==> src/core/sscp_map.svh <==
`ifndef SSCP_MAP_SVH
`define SSCP_MAP_SVH

// Register offsets
`define SSCP_ADDR_CTRL      4'h0
`define SSCP_ADDR_CHAR      4'h4
`define SSCP_ADDR_STAT      4'h8

// CTRL fields
`define SSCP_CTRL_EN_BIT    0
`define SSCP_CTRL_CRLF_BIT  1
`define SSCP_CTRL_DIAG_BIT  2
`define SSCP_CTRL_PLEN_LSB  8

// Reset values
`define SSCP_RST_CMD_EN     1'b1
`define SSCP_RST_CRLF_EN    1'b1
`define SSCP_RST_DIAG_EN    1'b0
`define SSCP_RST_PLEN       8'h03
`define SSCP_RST_CHAR_CYC   16'hA2C3

// Pause length limits, in character times
`define SSCP_PLEN_MIN       8'h03

// Pause ceiling
`define SSCP_CLK_NS         25
`define SSCP_PAUSE_MAX_MS   170
`define SSCP_PAUSE_MAX_CYC  ((`SSCP_PAUSE_MAX_MS * 1000000) / `SSCP_CLK_NS)

// Command buffer and sequences
`define SSCP_BUF_DEPTH      32
`define SSCP_SEQ_LAST       2'h2

// Characters
`define SSCP_CH_PLUS        8'h2B
`define SSCP_CH_MINUS       8'h2D
`define SSCP_CH_S           8'h53
`define SSCP_CH_L           8'h4C
`define SSCP_CH_CR          8'h0D
`define SSCP_CH_LF          8'h0A
`define SSCP_CH_O           8'h4F
`define SSCP_CH_K           8'h4B

`endif

==> src/core/sscp_pkg.sv <==
package sscp_pkg;

  typedef enum logic [3:0] {
    ST_IDLE, ST_HOLD, ST_FLUSH, ST_PASS, ST_CMD, ST_EXEC,
    ST_RESP, ST_OK_O, ST_OK_K, ST_APPEND_CR, ST_APPEND_LF
  } sscp_state_t;

  typedef struct packed {
    logic       valid;
    logic [7:0] data;
  } sscp_byte_t;

  typedef struct packed {
    logic [3:0]  addr;
    logic [31:0] wdata;
    logic        wr;
    logic        rd;
  } sscp_bus_t;

endpackage

==> src/core/sscp_parser.sv <==
// Functional notes
// - Commands interpreted only when enable set
// - Command framed by idle pauses of pause length
// - Accept command ended by CR or CRLF
// - Every command answered by executor response
// - Second port commands only in diagnostics function
// - Response returns on command's own port
// - Append CRLF to responses lacking it
// - Data starting with prefix becomes command
// - Command enable on after reset
// - Forced mode enables commands, stops radio
// - Leaving forced mode restores enable and radio
// - Three spaced plus characters enter forced mode
// - Three spaced minus characters leave forced mode
// - Commands use normal data framing and baud
// - Pause means no transitions on input line
// - Pause length ranges three to 255 chars
// - Pause time clamped to 170 ms
//
// Chosen here: the strobed register port and the placing of the registers.
`timescale 1ns/1ps
`default_nettype none
`include "sscp_map.svh"
module sscp_parser #(
  parameter int PAUSE_MAX_CYC = `SSCP_PAUSE_MAX_CYC
) (
  input  wire logic              core_clk,
  input  wire logic              rst_n,
  input  wire sscp_pkg::sscp_bus_t  bus,
  output logic [31:0]            reg_rdata,
  input  wire logic              host_to_module_line,
  input  wire logic              second_port_host_to_module,
  input  wire sscp_pkg::sscp_byte_t rx1,
  input  wire sscp_pkg::sscp_byte_t rx2,
  output sscp_pkg::sscp_byte_t   data_out,
  output logic                   radio_enable,
  output sscp_pkg::sscp_byte_t   cmd_out,
  output logic                   cmd_last,
  input  wire sscp_pkg::sscp_byte_t resp,
  input  wire logic              resp_last,
  output logic                   resp_ready,
  output logic [1:0]             tx_valid,
  output logic [7:0]             tx_data,
  input  wire logic [1:0]        tx_ready
);
  import sscp_pkg::*;

  typedef struct packed {
    sscp_state_t st;
    logic        cmd_en;
    logic        crlf_en;
    logic        diag_en;
    logic [7:0]  plen;
    logic [15:0] char_cyc;
    logic        forced;
    logic        port;
    logic [1:0]  gap;
    logic [7:0]  hold;
    logic [1:0]  seq_cnt;
    logic [5:0]  len;
    logic [5:0]  idx;
    logic [`SSCP_BUF_DEPTH-1:0][7:0] buffer;
    logic [15:0] last2;
    logic [31:0] rdata;
    logic        data_v;
    logic [7:0]  data_b;
    logic        cmd_v;
    logic        cmd_l;
    logic [7:0]  cmd_b;
    logic        tx_v;
    logic [7:0]  tx_b;
  } sscp_core_t;

  sscp_core_t r;
  sscp_core_t next_r;

  logic [23:0] prod;
  logic [23:0] thr;
  logic [1:0]  rise;
  logic [1:0]  lines;
  logic        in_v;
  logic        in_p;
  logic [7:0]  in_b;
  logic        in_gap;
  logic        eff_en;
  logic        load_ok;
  logic        end_rise;

  assign prod = 24'(r.plen) * 24'(r.char_cyc);
  assign thr  = (prod > 24'(PAUSE_MAX_CYC)) ? 24'(PAUSE_MAX_CYC) : prod;

  assign lines = {second_port_host_to_module, host_to_module_line};

  // One pause detector per serial port
  for (genvar g = 0; g < 2; g++) begin : g_pause
    sscp_pause_det sscp_pause_det_inst (
      .core_clk   (core_clk),
      .rst_n      (rst_n),
      .line       (lines[g]),
      .thr        (thr),
      .pause_rise (rise[g])
    );
  end

  // Input byte selection; port 2 only in diagnostics
  always_comb begin
    in_v = 1'b0;
    in_p = r.port;
    in_b = rx1.data;
    if (r.st == ST_IDLE) begin
      if (rx1.valid) begin
        in_v = 1'b1;
        in_p = 1'b0;
      end else if (rx2.valid && r.diag_en) begin
        in_v = 1'b1;
        in_p = 1'b1;
        in_b = rx2.data;
      end
    end else if (r.port) begin
      in_v = rx2.valid && r.diag_en;
      in_b = rx2.data;
    end else begin
      in_v = rx1.valid;
    end
  end

  // Pause ending in the byte's own cycle still counts
  assign in_gap   = r.gap[in_p] | rise[in_p];
  assign eff_en   = r.cmd_en | r.forced;
  assign load_ok  = !r.tx_v || tx_ready[r.port];
  assign end_rise = rise[r.port];

  always_comb begin
    next_r        = r;
    next_r.data_v = 1'b0;
    next_r.cmd_v  = 1'b0;
    next_r.cmd_l  = 1'b0;
    next_r.rdata  = 32'h00000000;
    if (r.tx_v && tx_ready[r.port]) begin
      next_r.tx_v = 1'b0;
    end
    for (int i = 0; i < 2; i++) begin
      if (rise[i]) begin
        next_r.gap[i] = 1'b1;
      end
    end
    if (in_v) begin
      next_r.gap[in_p] = 1'b0;
    end

    // Register port
    if (bus.wr) begin
      if (bus.addr == `SSCP_ADDR_CTRL) begin
        next_r.cmd_en  = bus.wdata[`SSCP_CTRL_EN_BIT];
        next_r.crlf_en = bus.wdata[`SSCP_CTRL_CRLF_BIT];
        next_r.diag_en = bus.wdata[`SSCP_CTRL_DIAG_BIT];
        next_r.plen    = bus.wdata[`SSCP_CTRL_PLEN_LSB +: 8];
        if (bus.wdata[`SSCP_CTRL_PLEN_LSB +: 8] < `SSCP_PLEN_MIN) begin
          next_r.plen = `SSCP_PLEN_MIN;
        end
      end else if (bus.addr == `SSCP_ADDR_CHAR) begin
        next_r.char_cyc = bus.wdata[15:0];
        if (bus.wdata[15:0] == 16'h0000) begin
          next_r.char_cyc = 16'h0001;
        end
      end
    end
    if (bus.rd) begin
      if (bus.addr == `SSCP_ADDR_CTRL) begin
        next_r.rdata = {16'h0000, r.plen, 5'h00, r.diag_en, r.crlf_en, r.cmd_en};
      end else if (bus.addr == `SSCP_ADDR_CHAR) begin
        next_r.rdata = {16'h0000, r.char_cyc};
      end else if (bus.addr == `SSCP_ADDR_STAT) begin
        next_r.rdata = {20'h00000, r.seq_cnt, r.port, r.forced, 4'(r.st), 4'h0};
      end
    end

    case (r.st)
      ST_IDLE: begin
        if (in_v) begin
          next_r.port = in_p;
          if (in_gap && ((in_b == `SSCP_CH_PLUS && !r.forced) ||
                         (in_b == `SSCP_CH_MINUS && r.forced) ||
                         (in_b == `SSCP_CH_S && eff_en))) begin
            next_r.hold = in_b;
            next_r.st   = ST_HOLD;
          end else begin
            next_r.seq_cnt = 2'h0;
            next_r.data_v  = !in_p && !r.forced;
            next_r.data_b  = in_b;
            next_r.st      = in_p ? ST_IDLE : ST_PASS;
          end
        end
      end
      ST_HOLD: begin
        if (in_v) begin
          next_r.seq_cnt = 2'h0;
          if (r.hold == `SSCP_CH_S && in_b == `SSCP_CH_L) begin
            next_r.buffer[0] = `SSCP_CH_S;
            next_r.buffer[1] = `SSCP_CH_L;
            next_r.len       = 6'd2;
            next_r.st        = ST_CMD;
          end else begin
            next_r.data_v = !r.port && !r.forced;
            next_r.data_b = r.hold;
            next_r.hold   = in_b;
            next_r.st     = ST_FLUSH;
          end
        end else if (end_rise) begin
          if (r.hold == `SSCP_CH_S) begin
            next_r.data_v  = !r.port && !r.forced;
            next_r.data_b  = r.hold;
            next_r.seq_cnt = 2'h0;
            next_r.st      = ST_IDLE;
          end else if (r.seq_cnt == `SSCP_SEQ_LAST) begin
            next_r.forced  = !r.forced;
            next_r.seq_cnt = 2'h0;
            next_r.st      = ST_OK_O;
          end else begin
            next_r.seq_cnt = r.seq_cnt + 2'h1;
            next_r.st      = ST_IDLE;
          end
        end
      end
      ST_FLUSH: begin
        next_r.data_v = !r.port && !r.forced;
        next_r.data_b = r.hold;
        next_r.st     = ST_PASS;
      end
      ST_PASS: begin
        if (in_v) begin
          next_r.data_v = !r.forced;
          next_r.data_b = in_b;
        end else if (end_rise) begin
          next_r.st = ST_IDLE;
        end
      end
      ST_CMD: begin
        if (in_v && r.len < 6'(`SSCP_BUF_DEPTH)) begin
          next_r.buffer[r.len[4:0]] = in_b;
          next_r.len                = r.len + 6'd1;
        end else if (end_rise) begin
          next_r.idx = 6'd0;
          next_r.st  = ST_EXEC;
          if (r.buffer[5'(r.len - 6'd1)] == `SSCP_CH_CR) begin
            next_r.len = r.len - 6'd1;
          end else if (r.buffer[5'(r.len - 6'd1)] == `SSCP_CH_LF &&
                       r.buffer[5'(r.len - 6'd2)] == `SSCP_CH_CR) begin
            next_r.len = r.len - 6'd2;
          end
        end
      end
      ST_EXEC: begin
        next_r.cmd_v = 1'b1;
        next_r.cmd_b = r.buffer[r.idx[4:0]];
        next_r.idx   = r.idx + 6'd1;
        if (r.idx + 6'd1 == r.len) begin
          next_r.cmd_l = 1'b1;
          next_r.last2 = 16'h0000;
          next_r.st    = ST_RESP;
        end
      end
      ST_RESP: begin
        if (resp.valid && load_ok) begin
          next_r.tx_v  = 1'b1;
          next_r.tx_b  = resp.data;
          next_r.last2 = {r.last2[7:0], resp.data};
          if (resp_last) begin
            if (!r.crlf_en || {r.last2[7:0], resp.data} ==
                              {`SSCP_CH_CR, `SSCP_CH_LF}) begin
              next_r.st = ST_IDLE;
            end else if (resp.data == `SSCP_CH_CR) begin
              next_r.st = ST_APPEND_LF;
            end else begin
              next_r.st = ST_APPEND_CR;
            end
          end
        end
      end
      ST_OK_O: begin
        if (load_ok) begin
          next_r.tx_v = 1'b1;
          next_r.tx_b = `SSCP_CH_O;
          next_r.st   = ST_OK_K;
        end
      end
      ST_OK_K: begin
        if (load_ok) begin
          next_r.tx_v = 1'b1;
          next_r.tx_b = `SSCP_CH_K;
          next_r.st   = r.crlf_en ? ST_APPEND_CR : ST_IDLE;
        end
      end
      ST_APPEND_CR: begin
        if (load_ok) begin
          next_r.tx_v = 1'b1;
          next_r.tx_b = `SSCP_CH_CR;
          next_r.st   = ST_APPEND_LF;
        end
      end
      ST_APPEND_LF: begin
        if (load_ok) begin
          next_r.tx_v = 1'b1;
          next_r.tx_b = `SSCP_CH_LF;
          next_r.st   = ST_IDLE;
        end
      end
      default: begin
        next_r.st = ST_IDLE;
      end
    endcase
  end

  always_ff @(posedge core_clk or negedge rst_n) begin
    if (!rst_n) begin
      r          <= '0;
      r.st       <= ST_IDLE;
      r.cmd_en   <= `SSCP_RST_CMD_EN;
      r.crlf_en  <= `SSCP_RST_CRLF_EN;
      r.diag_en  <= `SSCP_RST_DIAG_EN;
      r.plen     <= `SSCP_RST_PLEN;
      r.char_cyc <= `SSCP_RST_CHAR_CYC;
    end else begin
      r <= next_r;
    end
  end

  assign reg_rdata      = r.rdata;
  assign radio_enable   = !r.forced;
  assign data_out       = '{valid: r.data_v, data: r.data_b};
  assign cmd_out        = '{valid: r.cmd_v, data: r.cmd_b};
  assign cmd_last       = r.cmd_l;
  assign resp_ready     = (r.st == ST_RESP) && load_ok;
  assign tx_valid       = {r.tx_v && r.port, r.tx_v && !r.port};
  assign tx_data        = r.tx_b;

  property p_disabled_no_hold;
    @(posedge core_clk) disable iff (!rst_n)
    (r.st == ST_IDLE && in_v && in_b == `SSCP_CH_S && !r.cmd_en && !r.forced)
      |=> r.st != ST_HOLD;
  endproperty
  a_disabled_no_hold: assert property (p_disabled_no_hold) else $error("prefix held while disabled");

  property p_forced_no_data;
    @(posedge core_clk) disable iff (!rst_n)
    r.forced && $past(r.forced) |-> !data_out.valid;
  endproperty
  a_forced_no_data: assert property (p_forced_no_data) else $error("data forwarded in forced mode");

  property p_radio_off;
    @(posedge core_clk) disable iff (!rst_n)
    $rose(r.forced) |-> !radio_enable ##0 r.st == ST_OK_O;
  endproperty
  a_radio_off: assert property (p_radio_off) else $error("radio not suspended");

  property p_enter;
    @(posedge core_clk) disable iff (!rst_n)
    (r.st == ST_HOLD && !in_v && end_rise && r.hold == `SSCP_CH_PLUS && r.seq_cnt == 2'h2)
      |=> r.forced ##[1:4] (tx_data == `SSCP_CH_O && |tx_valid);
  endproperty
  a_enter: assert property (p_enter) else $error("plus sequence did not enter");

  property p_leave;
    @(posedge core_clk) disable iff (!rst_n)
    (r.st == ST_HOLD && !in_v && end_rise && r.hold == `SSCP_CH_MINUS && r.seq_cnt == 2'h2)
      |=> !r.forced && radio_enable;
  endproperty
  a_leave: assert property (p_leave) else $error("minus sequence did not leave");

  property p_plen_range;
    @(posedge core_clk) disable iff (!rst_n)
    r.plen >= `SSCP_PLEN_MIN;
  endproperty
  a_plen_range: assert property (p_plen_range) else $error("pause length below minimum");

  property p_clamp;
    @(posedge core_clk) disable iff (!rst_n)
    thr <= 24'(PAUSE_MAX_CYC) && thr != 24'h000000;
  endproperty
  a_clamp: assert property (p_clamp) else $error("pause threshold out of range");

  property p_second_serial_port_off;
    @(posedge core_clk) disable iff (!rst_n)
    (r.st == ST_IDLE && !rx1.valid && rx2.valid && !r.diag_en) |=> r.st == ST_IDLE;
  endproperty
  a_second_serial_port_off: assert property (p_second_serial_port_off) else $error("second port used while off");

  property p_exec_resp;
    @(posedge core_clk) disable iff (!rst_n)
    cmd_last |-> r.st == ST_RESP && $past(r.st) == ST_EXEC;
  endproperty
  a_exec_resp: assert property (p_exec_resp) else $error("command end not followed by response");

  property p_append_lf;
    @(posedge core_clk) disable iff (!rst_n)
    (r.st == ST_APPEND_CR && load_ok) |=> tx_data == `SSCP_CH_CR ##[1:300] tx_data == `SSCP_CH_LF;
  endproperty
  a_append_lf: assert property (p_append_lf) else $error("line ending incomplete");

  c_forced: cover property (@(posedge core_clk) disable iff (!rst_n) $rose(r.forced));
  c_cmd:    cover property (@(posedge core_clk) disable iff (!rst_n) cmd_last);
  c_second_serial_port:  cover property (@(posedge core_clk) disable iff (!rst_n) tx_valid[1]);

endmodule
`default_nettype wire

==> src/core/sscp_pause_det.sv <==
`timescale 1ns/1ps
`default_nettype none
`include "sscp_map.svh"
module sscp_pause_det (
  input  wire logic        core_clk,
  input  wire logic        rst_n,
  input  wire logic        line,
  input  wire logic [23:0] thr,
  output logic             pause_rise
);
  import sscp_pkg::*;

  typedef struct packed {
    logic        s1;
    logic        s2;
    logic        s3;
    logic [23:0] cnt;
    logic        rise;
  } sscp_pd_t;

  sscp_pd_t r;
  sscp_pd_t next_r;

  // Pause is time with no level change on the line
  always_comb begin
    next_r      = r;
    next_r.s1   = line;
    next_r.s2   = r.s1;
    next_r.s3   = r.s2;
    next_r.rise = 1'b0;
    if (r.s2 != r.s3) begin
      next_r.cnt = 24'h000000;
    end else if (r.cnt < thr) begin
      next_r.cnt  = r.cnt + 24'h000001;
      next_r.rise = (r.cnt + 24'h000001 == thr);
    end
  end

  always_ff @(posedge core_clk or negedge rst_n) begin
    if (!rst_n) begin
      r <= '{s1: 1'b1, s2: 1'b1, s3: 1'b1, cnt: 24'h000000, rise: 1'b0};
    end else begin
      r <= next_r;
    end
  end

  assign pause_rise = r.rise;

endmodule
`default_nettype wire

==> config.mk <==
export PLATFORM = sky130hd
export DESIGN_NAME = sscp_parser
export DESIGN_NICKNAME = d
export VERILOG_FILES = /design/src/core/sscp_pkg.sv /design/src/core/sscp_parser.sv /design/src/core/sscp_pause_det.sv
export VERILOG_INCLUDE_DIRS = /design/src /design/src/core
export SDC_FILE = /design/constraint.sdc
export NUM_CORES = 1
export LEC_CHECK = 0
export BUFFER_PORTS_ARGS = -buffer_cell sky130_fd_sc_hd__buf_4
export CORE_ASPECT_RATIO = 0.9
export CORE_UTILIZATION = 65
export CTS_CLUSTER_SIZE = 25
export DETAILED_ROUTE_END_ITERATION = 12
export HOLD_SLACK_MARGIN = 0.03
export PLACE_DENSITY_LB_ADDON = 0.2
export SLEW_MARGIN = 0
export SYNTH_ARGS = -nofsm -noshare
export SYNTH_HDL_FRONTEND = slang
export SYNTH_HIERARCHICAL = 1
export SYNTH_SLANG_ARGS = --single-unit
==> constraint.sdc <==
create_clock -name core_clk -period 22.3 [get_ports core_clk]
set_input_delay 1.115 -clock core_clk [delete_from_list [all_inputs] [get_ports core_clk]]
set_output_delay 1.115 -clock core_clk [all_outputs]
set_load 0.03 [all_outputs]
[Word-level counts from Yosys, hierarchy flattened]
Index checks and enable logic that the tools add are counted.
Storage, ports and cells
  flip-flop bits (word level): 437
  output and inout bits: 63
Cells by class
  order comparisons: 13
  bitwise operators: 7
  equal/unequal tests: 52
  mux-type cells: 112
  multiply operators: 1
  add/sub/neg operators: 7
  reduce and logical (&&, ||, !) cells: 51
Operators with widths (number)
  $bwmux 256: 1
  $bmux 8 s5: 3
  $mux 16: 7
  $mux 8: 14
  $mux 9: 12
  $mux 24: 3
  $mux 4: 17
  $mux 25: 2
  $add 24x1->24 const B: 2
  $eq 24x24->1: 2
  $lt 24x24->1: 2
  $pmux 9 s5: 1
  $pmux 4 s11: 1
  $demux 8 s5: 1
  $mux 6: 6
  $ne 2x2->1 const B: 18
  $pmux 9 s4: 1
  $eq 8x4->1 const B: 4
  $pmux 16 s2: 1
  $eq 8x7->1 const B: 3
  $gt 24x23->1 const B: 1
  $lt 5x6->1 const B: 4
  $mul 8x16->24: 1
  $mux 12: 2
  48 further kinds: 134

[Depth between registers and ports, before layout]
Gate-level depths: netlist of the first run.
  word-level depth: 12
  depth in mapped cells: 32
  mapped depth without buffers: 28

[Cells and area by module]
Netlist of the first run, hierarchy kept.
Modules (own cells, without submodules)
  sscp_parser: cells each 2433, seq. area each 9147.5 µm², area an instance 24025.5 µm², times used 1
  sscp_pause_det (g_pause[1].sscp_pause_det_inst): cells each 348, seq. area each 704.4 µm², area an instance 2840.2 µm², times used 1
  sscp_pause_det (g_pause[0].sscp_pause_det_inst): cells each 334, seq. area each 704.4 µm², area an instance 2730.1 µm², times used 1

[Worst setup path before layout of the first run]
OpenSTA, ideal clock, no wires.
  path type: reg-to-reg
  start: reg r[358] (netlist bit)
  end: reg g_pause[0].sscp_pause_det_inst/r[14] (netlist bit)
  arrival: 7476 ps
  stages on the path, launching flop included: 31
  slack: 14688 ps
  path buffers: 3
  clock period less this slack: 7612 ps
  library setup time: 136 ps
  cell sequence: dfstp_2 clkbuf_1 nand2_1 fa_1 fa_1 inv_1 fa_1 inv_1 fa_1 inv_1 ha_1 o21ai_0 nand2b_1 a21o_1 a41oi_1 o21a_1 o211ai_1 xnor2_1 a2bb2oi_1 nor2_1 nor4_1 inv_1 ha_1 a211oi_1 nand2_1 o311ai_1 o211ai_2 buf_2 buf_2 o31ai_1 a21oi_1
On the way
  word-level cells in the longest chain between the ends: 5
RTL lines
  from (decl): RTL line sscp_parser.sv:74  | sscp_core_t r;
  from (signal assigned): RTL line sscp_parser.sv:324  | r <= next_r;
  $mul 8x16->24 (*): RTL line sscp_parser.sv:89  | assign prod = 24'(r.plen) * 24'(r.char_cyc);
  $gt 24x23->1: RTL line sscp_parser.sv:90  | assign thr = (prod > 24'(PAUSE_MAX_CYC)) ? 24'(PAUSE_MAX_CYC) : prod;
  $mux 24 (*): RTL line sscp_parser.sv:90
  net thr[5]: RTL line sscp_parser.sv:78  | logic [23:0] thr;
  $lt 24x24->1 (*): RTL line sscp_pause_det.sv:33  | end else if (r.cnt < thr) begin
  $reduce_bool 2->1 (no source line) (*)
  to (signal assigned): RTL line sscp_pause_det.sv:41  | r <= '{s1: 1'b1, s2: 1'b1, s3: 1'b1, cnt: 24'h000000, rise: 1'b0};
  to (signal assigned): RTL line sscp_pause_det.sv:43  | r <= next_r;
  to (decl): RTL line sscp_pause_det.sv:21  | sscp_pd_t r;
Mark *: on every way through the listed nets, which the timed path passes. The rest lies on a longest branch.
A chain may end at the register's enable or synchronous reset.

[Worst setup path after layout of the first run]
  start: reg r[377] (netlist bit)
  end: reg g_pause[1].sscp_pause_det_inst/r[2] (netlist bit)
On the way
  word-level cells in the longest chain between the ends: 5
RTL lines (RTL line)
  $mul 8x16->24 (*): sscp_parser.sv:89
  $gt 24x23->1: sscp_parser.sv:90
  $mux 24 (*): sscp_parser.sv:90
  net thr[12]: sscp_parser.sv:78
  $lt 24x24->1 (*): sscp_pause_det.sv:33
  $reduce_bool 2->1 (no source line) (*)
  to (signal assigned): sscp_pause_det.sv:41
  to (signal assigned): sscp_pause_det.sv:43
  to (decl): sscp_pause_det.sv:21
Marks and branches as above.

==> out/summary.txt, run 1 <==
Status = completed
Warnings, synthesis = 6
Antenna-violating nets left = 0
Met3 usage = 9.57%
Post-Layout Cell Count = 3701
CP Capture Type = flop
Ys async rst share = 100%
Ports = 135
Initial Util = 66.4%
Die footprint = 46400 um^2
# setup viols final = 0
DRT Pass-1 Iters = 6
Peak VDD IR = 0.227 mV
Setup Skew = 0.0187 ns
Tightest Pin Transition = 1.30 ns
Chip width = 227 um
Max Slew Vio Count = 0
Sink Count = 421
Post-synthesis sequential area ratio = 35.7%
Max FO, Critical Path = 33
Post-route setup slack = 12.77 ns
HP Class = flop to flop
Clock buffer depth = 3
Fraction of layout cells with a size suffix above 1 = 13.7%
EDFF count, synth = 0
GR Overflow Total = 0
Mapped Area = 29600 um^2
Final hold vios = 0
Antenna violations before repair = 5
Most numerous cell in the Yosys netlist = nand2_1
Routed via count = 24.8k
RSZ-0062 raised after global routing = false
Root buf cell = clkbuf_16
Post-CTS Resized = 0
CP arrival = 10.03 ns
TritonCTS buffer count = 45
Die height = 204 um
Most common flop cell mapped by yosys = dfrtp_1
#FFs+latches synth = 421
GP Congestion = 0.991
Dpl hpwl = 56900 um
Total track usage = 36.1%
Cell Area, Placed = 30300 um^2
Met2 Use GR = 54.7%
Inst Count DP = 3618
Area Growth Syn to Fin = 7.77%
Postcts setup bufs = 0
Area share of the largest cell type after synthesis = 34.2%
Setup WS pre-CTS = 12.88 ns
Mapped Avg Cell Area = 9.50 um^2
First-pass GRT wire length = 132000 um
Post-layout min period = 9.53 ns
Floorplan core area = 44600 um^2
Commonest cells post-synth = 444 x nand2_1, 404 x dfrtp_1, 252 x o21ai_0, 181 x inv_1, 138 x a21oi_1
CP most frequent cell = fa_1
Maximum capacitance violations = 0
PortBufs = 102
CP max stage delay = 0.97 ns
Clk Latency, worst-skew pair = 0.59 ns
Fmax = 0.105 GHz
Total negative slack = 0 ns
WS Path Type = flop to flop
Drt wl/cell = 22.1 um
Largest net degree at the start of global routing = 174
Part of the cycle the worst path needs = 42.7%
Crit start category = flop
Crit-path slowest cell = nor4_1
Met1 Use GR = 51.1%
Cell accounting for the most synthesized area = dfrtp_1
GRT Max-Usage Layer = met2
Synth cell types = 107
Drt drc = 0
Total power = 5.54 mW
Vias in the first global route = 24.3k
H-tree Lvls = 2
Routed wire length = 81700 um
Clock Pin Slew Worst Setup and Hold Paths = 0.06 ns
CP top delay family = compound AO/OA/AOI/OAI gates
NumNets Final = 3324
Most area-consuming cells after synthesis = dfrtp_1 34%, mux4_2 8.9%, fa_1 5.7%
Vias per Instance = 6.69
Num rows = 73
Worst Path Buf+Inv = 3
Req. time, crit path = 22.80 ns
Initial DRC Count = 2993
Fillers = 3288
CTS tree = built
Leakage power = 14.0 nW
Mapped Cells = 3115
Max_slew headroom = 11.6%
Design area = 31900 um^2
Pwr dens = 174 nW/um^2
Hold_buf cts = 0
[path summary, 6_finish.rpt]
kind / cells past startpoint / startpoint / to / slack [ns]
worst max register to register: 25 / r[377] / g_pause[1].sscp_pause_det_inst/r[2] / 12.77
max in group asynchronous: 3 / rst_n / r[312] / 19.44
worst min register to register: 0 / g_pause[1].sscp_pause_det_inst/next_r[26] / g_pause[1].sscp_pause_det_inst/next_r[25] / 0.36
worst max-delay path: 25 / r[377] / g_pause[1].sscp_pause_det_inst/r[2] / 12.77
min in group asynchronous: 1 / rst_n / reg_rdata[3] / 0.58
worst min-delay path: 0 / g_pause[1].sscp_pause_det_inst/next_r[26] / g_pause[1].sscp_pause_det_inst/next_r[25] / 0.36
[cells in the final DEF, fill, tap and decap left out, types with 41 or more instances in the layout]
master,n
clkbuf_16,45
o21ai_1,97
o21ai_0,252
dfrtp_1,401
nand3_1,70
buf_4,126
inv_1,181
a21oi_1,138
nor3_1,47
nor2_1,120
fa_1,84
ha_1,102
xnor2_1,58
nand2_1,444
nor4_1,41
mux4_2,117
and2_1,119
[metrics by stage]
step / hold WS [ns] / util [%]
finish: 0.356 / 71.6
global route: 0.358 / 71.6
CTS: 0.357 / 71.6
detailed placement: 0.348 / 68.0
global placement: 0.346 / 68.0
floorplan: 0.345 / -
[cell type report]
cell class / count / area, um^2 / area share, %
tap: 600 / 751 / 2.35
clock inverter: 16 / 279 / 0.875
inverter: 182 / 683 / 2.14
antenna: 1 / 2.50 / 0.00785
multi-input combinational: 2287 / 17300 / 54.4
clock buffer: 66 / 1290 / 4.06
sequential: 421 / 10600 / 33.1
timing repair buffer: 128 / 981 / 3.08
[sequential cells by signal, summed over array words and instances (netlist names)]
register	count
cmd_out	9
cmd_last	1
reg_rdata	16
tx_data	8
r	322
g_pause.sscp_pause_det_inst/next_r	4
data_out	9
g_pause.sscp_pause_det_inst/pause_rise	2
g_pause.sscp_pause_det_inst/r	50
[power breakdown]
group	switching [mW]	total (mW)	internal (mW)
registers	0.161	1.00	0.842
clock network	0.321	0.806	0.485
logic	2.27	3.73	1.46
[cell families (layout without fill, tap and decap cells)]
group,Yosys count,count (layout),synth area share (%)
AOI/OAI and AO/OA,702,702,14.3
xor gates and xnor gates,99,99,2.96
adders and majority gates,187,187,10.0
buffers and inverters,426,392,6.37
DFF,421,421,35.7
muxes,196,196,11.8
other,1,21,0.0127
and+or+nand+nor,1083,1083,18.8
[routing by layer]
| layer | wire [um] | part of all wire [%] | up-vias |
|---|---|---|---|
| met2 | 36600 | 45 | 1405 |
| met3 | 9350 | 11 | 202 |
| li1 | - | - | 10900 |
| met5 | 51 | 0.062 | - |
| met4 | 2110 | 2.6 | 8 |
| met1 | 33600 | 41 | 12200 |
Power figures use the tool's default switching activity.
==> run 2: changes to the inputs <==
CORE_UTILIZATION = 57   (was 65)
clock period = 8.2 ns   (was 22.3 ns; I/O delays follow)
==> out/summary.txt, run 2 (synthesis results as in run 1) <==
Die footprint = 52800 um^2
Largest register FFs = 322
Fillers = 4072
CTS tree = built
Most flop-heavy register = r
Area Growth Syn to Fin = 9.50%
H-tree Lvls = 2
Total negative slack = 0 ns
HP Class = input pin to flop
Setup Skew = 0.0355 ns
Maximum capacitance violations = 0
Pwr dens = 481 nW/um^2
Commonest non-fill, non-tap cell in the layout = nand2_1
Post-layout min period = 7.91 ns
Max Slew Vio Count = 0
WS Path Type = flop to flop
CP Launch Point = r[364]
Final core occ = 63.7%
Design area = 32400 um^2
GP Congestion = 0.971
RR Startpoint = r[364]
Worst Path Buf+Inv = 4
Part of the cycle the worst path needs = 96.5%
Setup WS pre-CTS = 0.0220 ns
TritonCTS buffer count = 46
Crit start category = flop
Routed via count = 24.7k
N_diodes = 0
Peak VDD IR = 0.580 mV
PortBufs = 102
Floorplan core area = 50800 um^2
Leakage power = 14.2 nW
Die height = 218 um
Tightest Pin Transition = 1.18 ns
CP Capture Type = flop
Initial DRC Count = 2822
Hold_sp = bus[11]
Initial Util = 58.2%
Most frequent cells in the layout = 444 x nand2_1, 399 x dfrtp_1, 251 x o21ai_0
Crit-path slowest cell = dfstp_2
NumNets Final = 3362
CP top delay family = adder cells
DRT Pass-1 Iters = 7
Vias per Instance = 6.47
Drt wl/cell = 21.6 um
Req. time, crit path = 8.71 ns
Total track usage = 32.0%
Fraction of layout cells with a size suffix above 1 = 15.4%
Clock Pin Slew Worst Setup and Hold Paths = 0.07 ns
Max_slew headroom = 21.5%
Chip width = 242 um
First-pass GRT wire length = 135000 um
Root buf cell = clkbuf_16
Ports = 135
Max FO, Critical Path = 33
Status = completed
Post-route setup slack = 0.286 ns
Dpl hpwl = 58900 um
Largest net degree at the start of global routing = 179
Num rows = 78
Cell Area, Placed = 30700 um^2
Antenna-violating nets left = 0
GR Overflow Total = 0
Fmax = 0.126 GHz
CP max stage delay = 0.62 ns
Routed wire length = 82600 um
Antenna violations before repair = 2
Sink Count = 421
CP arrival = 8.42 ns
Hold_ws = 0.0694 ns
Final hold vios = 0
Drt drc = 0
# setup viols final = 0
Clk Latency, worst-skew pair = 0.62 ns
Vias in the first global route = 24.3k
CP most frequent cell = fa_1
Clock buffer depth = 3
[run 2: worst paths after layout]
path / to / slack [ns] / cells past startpoint
max in group asynchronous: r[296] / 6.30 / 3
worst min-delay path: r[367] / 0.07 / 2
worst max-delay path: g_pause[1].sscp_pause_det_inst/r[20] / 0.29 / 25
min in group asynchronous: r[67] / 0.41 / 2
worst max register to register: g_pause[1].sscp_pause_det_inst/r[20] / 0.29 / 25
worst min register to register: g_pause[1].sscp_pause_det_inst/next_r[25] / 0.35 / 0
[run 2: per-stage QoR]
| stage | std cells | power [mW] |
|---|---|---|
| 2_1_floorplan | 3134 | 10.1 |
| 3_3_place_gp | 3727 | 12.7 |
| 3_5_place_dp | 3727 | 13.0 |
| 4_1_cts | 3815 | 15.2 |
| 5_1_grt | 3820 | 16.8 |
| 6_report | 3820 | 15.6 |
[run 2: what timing repair did]
item	in CTS	in global routing
buffers inserted	0	5
hold buffers	3	0
resized for setup	1	20
pin swaps	0	1
setup endpoints to repair	2	50
endpoints found under the hold margin	109	0
[run 2: layer usage]
layer  global-route usage [%]  wire length, um  up-vias
met4                     8.69             2030        4
met2                     48.5            36600     1271
met5                        0               35        -
met3                     7.58             8910      197
met1                     46.2            35000    12200
li1                         -                -    11000
[run 2: power by group]
| part | internal (mW) | leakage [nW] | total [mW] | switching, mW |
|---|---|---|---|---|
| Combinational | 4.33 | 7.78 | 10.7 | 6.37 |
| Clock | 1.23 | 0.763 | 2.16 | 0.932 |
| Sequential | 2.29 | 5.70 | 2.71 | 0.422 |
| Total | 7.85 | 14.2 | 15.6 | 7.72 |
[run 2: layout make-up]
| class | count | area (um^2) | area share (%) |
|---|---|---|---|
| timing repair buffer | 165 | 1300 | 4.02 |
| clock inverter | 19 | 221 | 0.683 |
| clock buffer | 66 | 1360 | 4.19 |
| inverter | 182 | 683 | 2.11 |
| multi-input combinational | 2287 | 17400 | 53.8 |
| sequential | 421 | 10600 | 32.6 |
| tap | 680 | 851 | 2.63 |
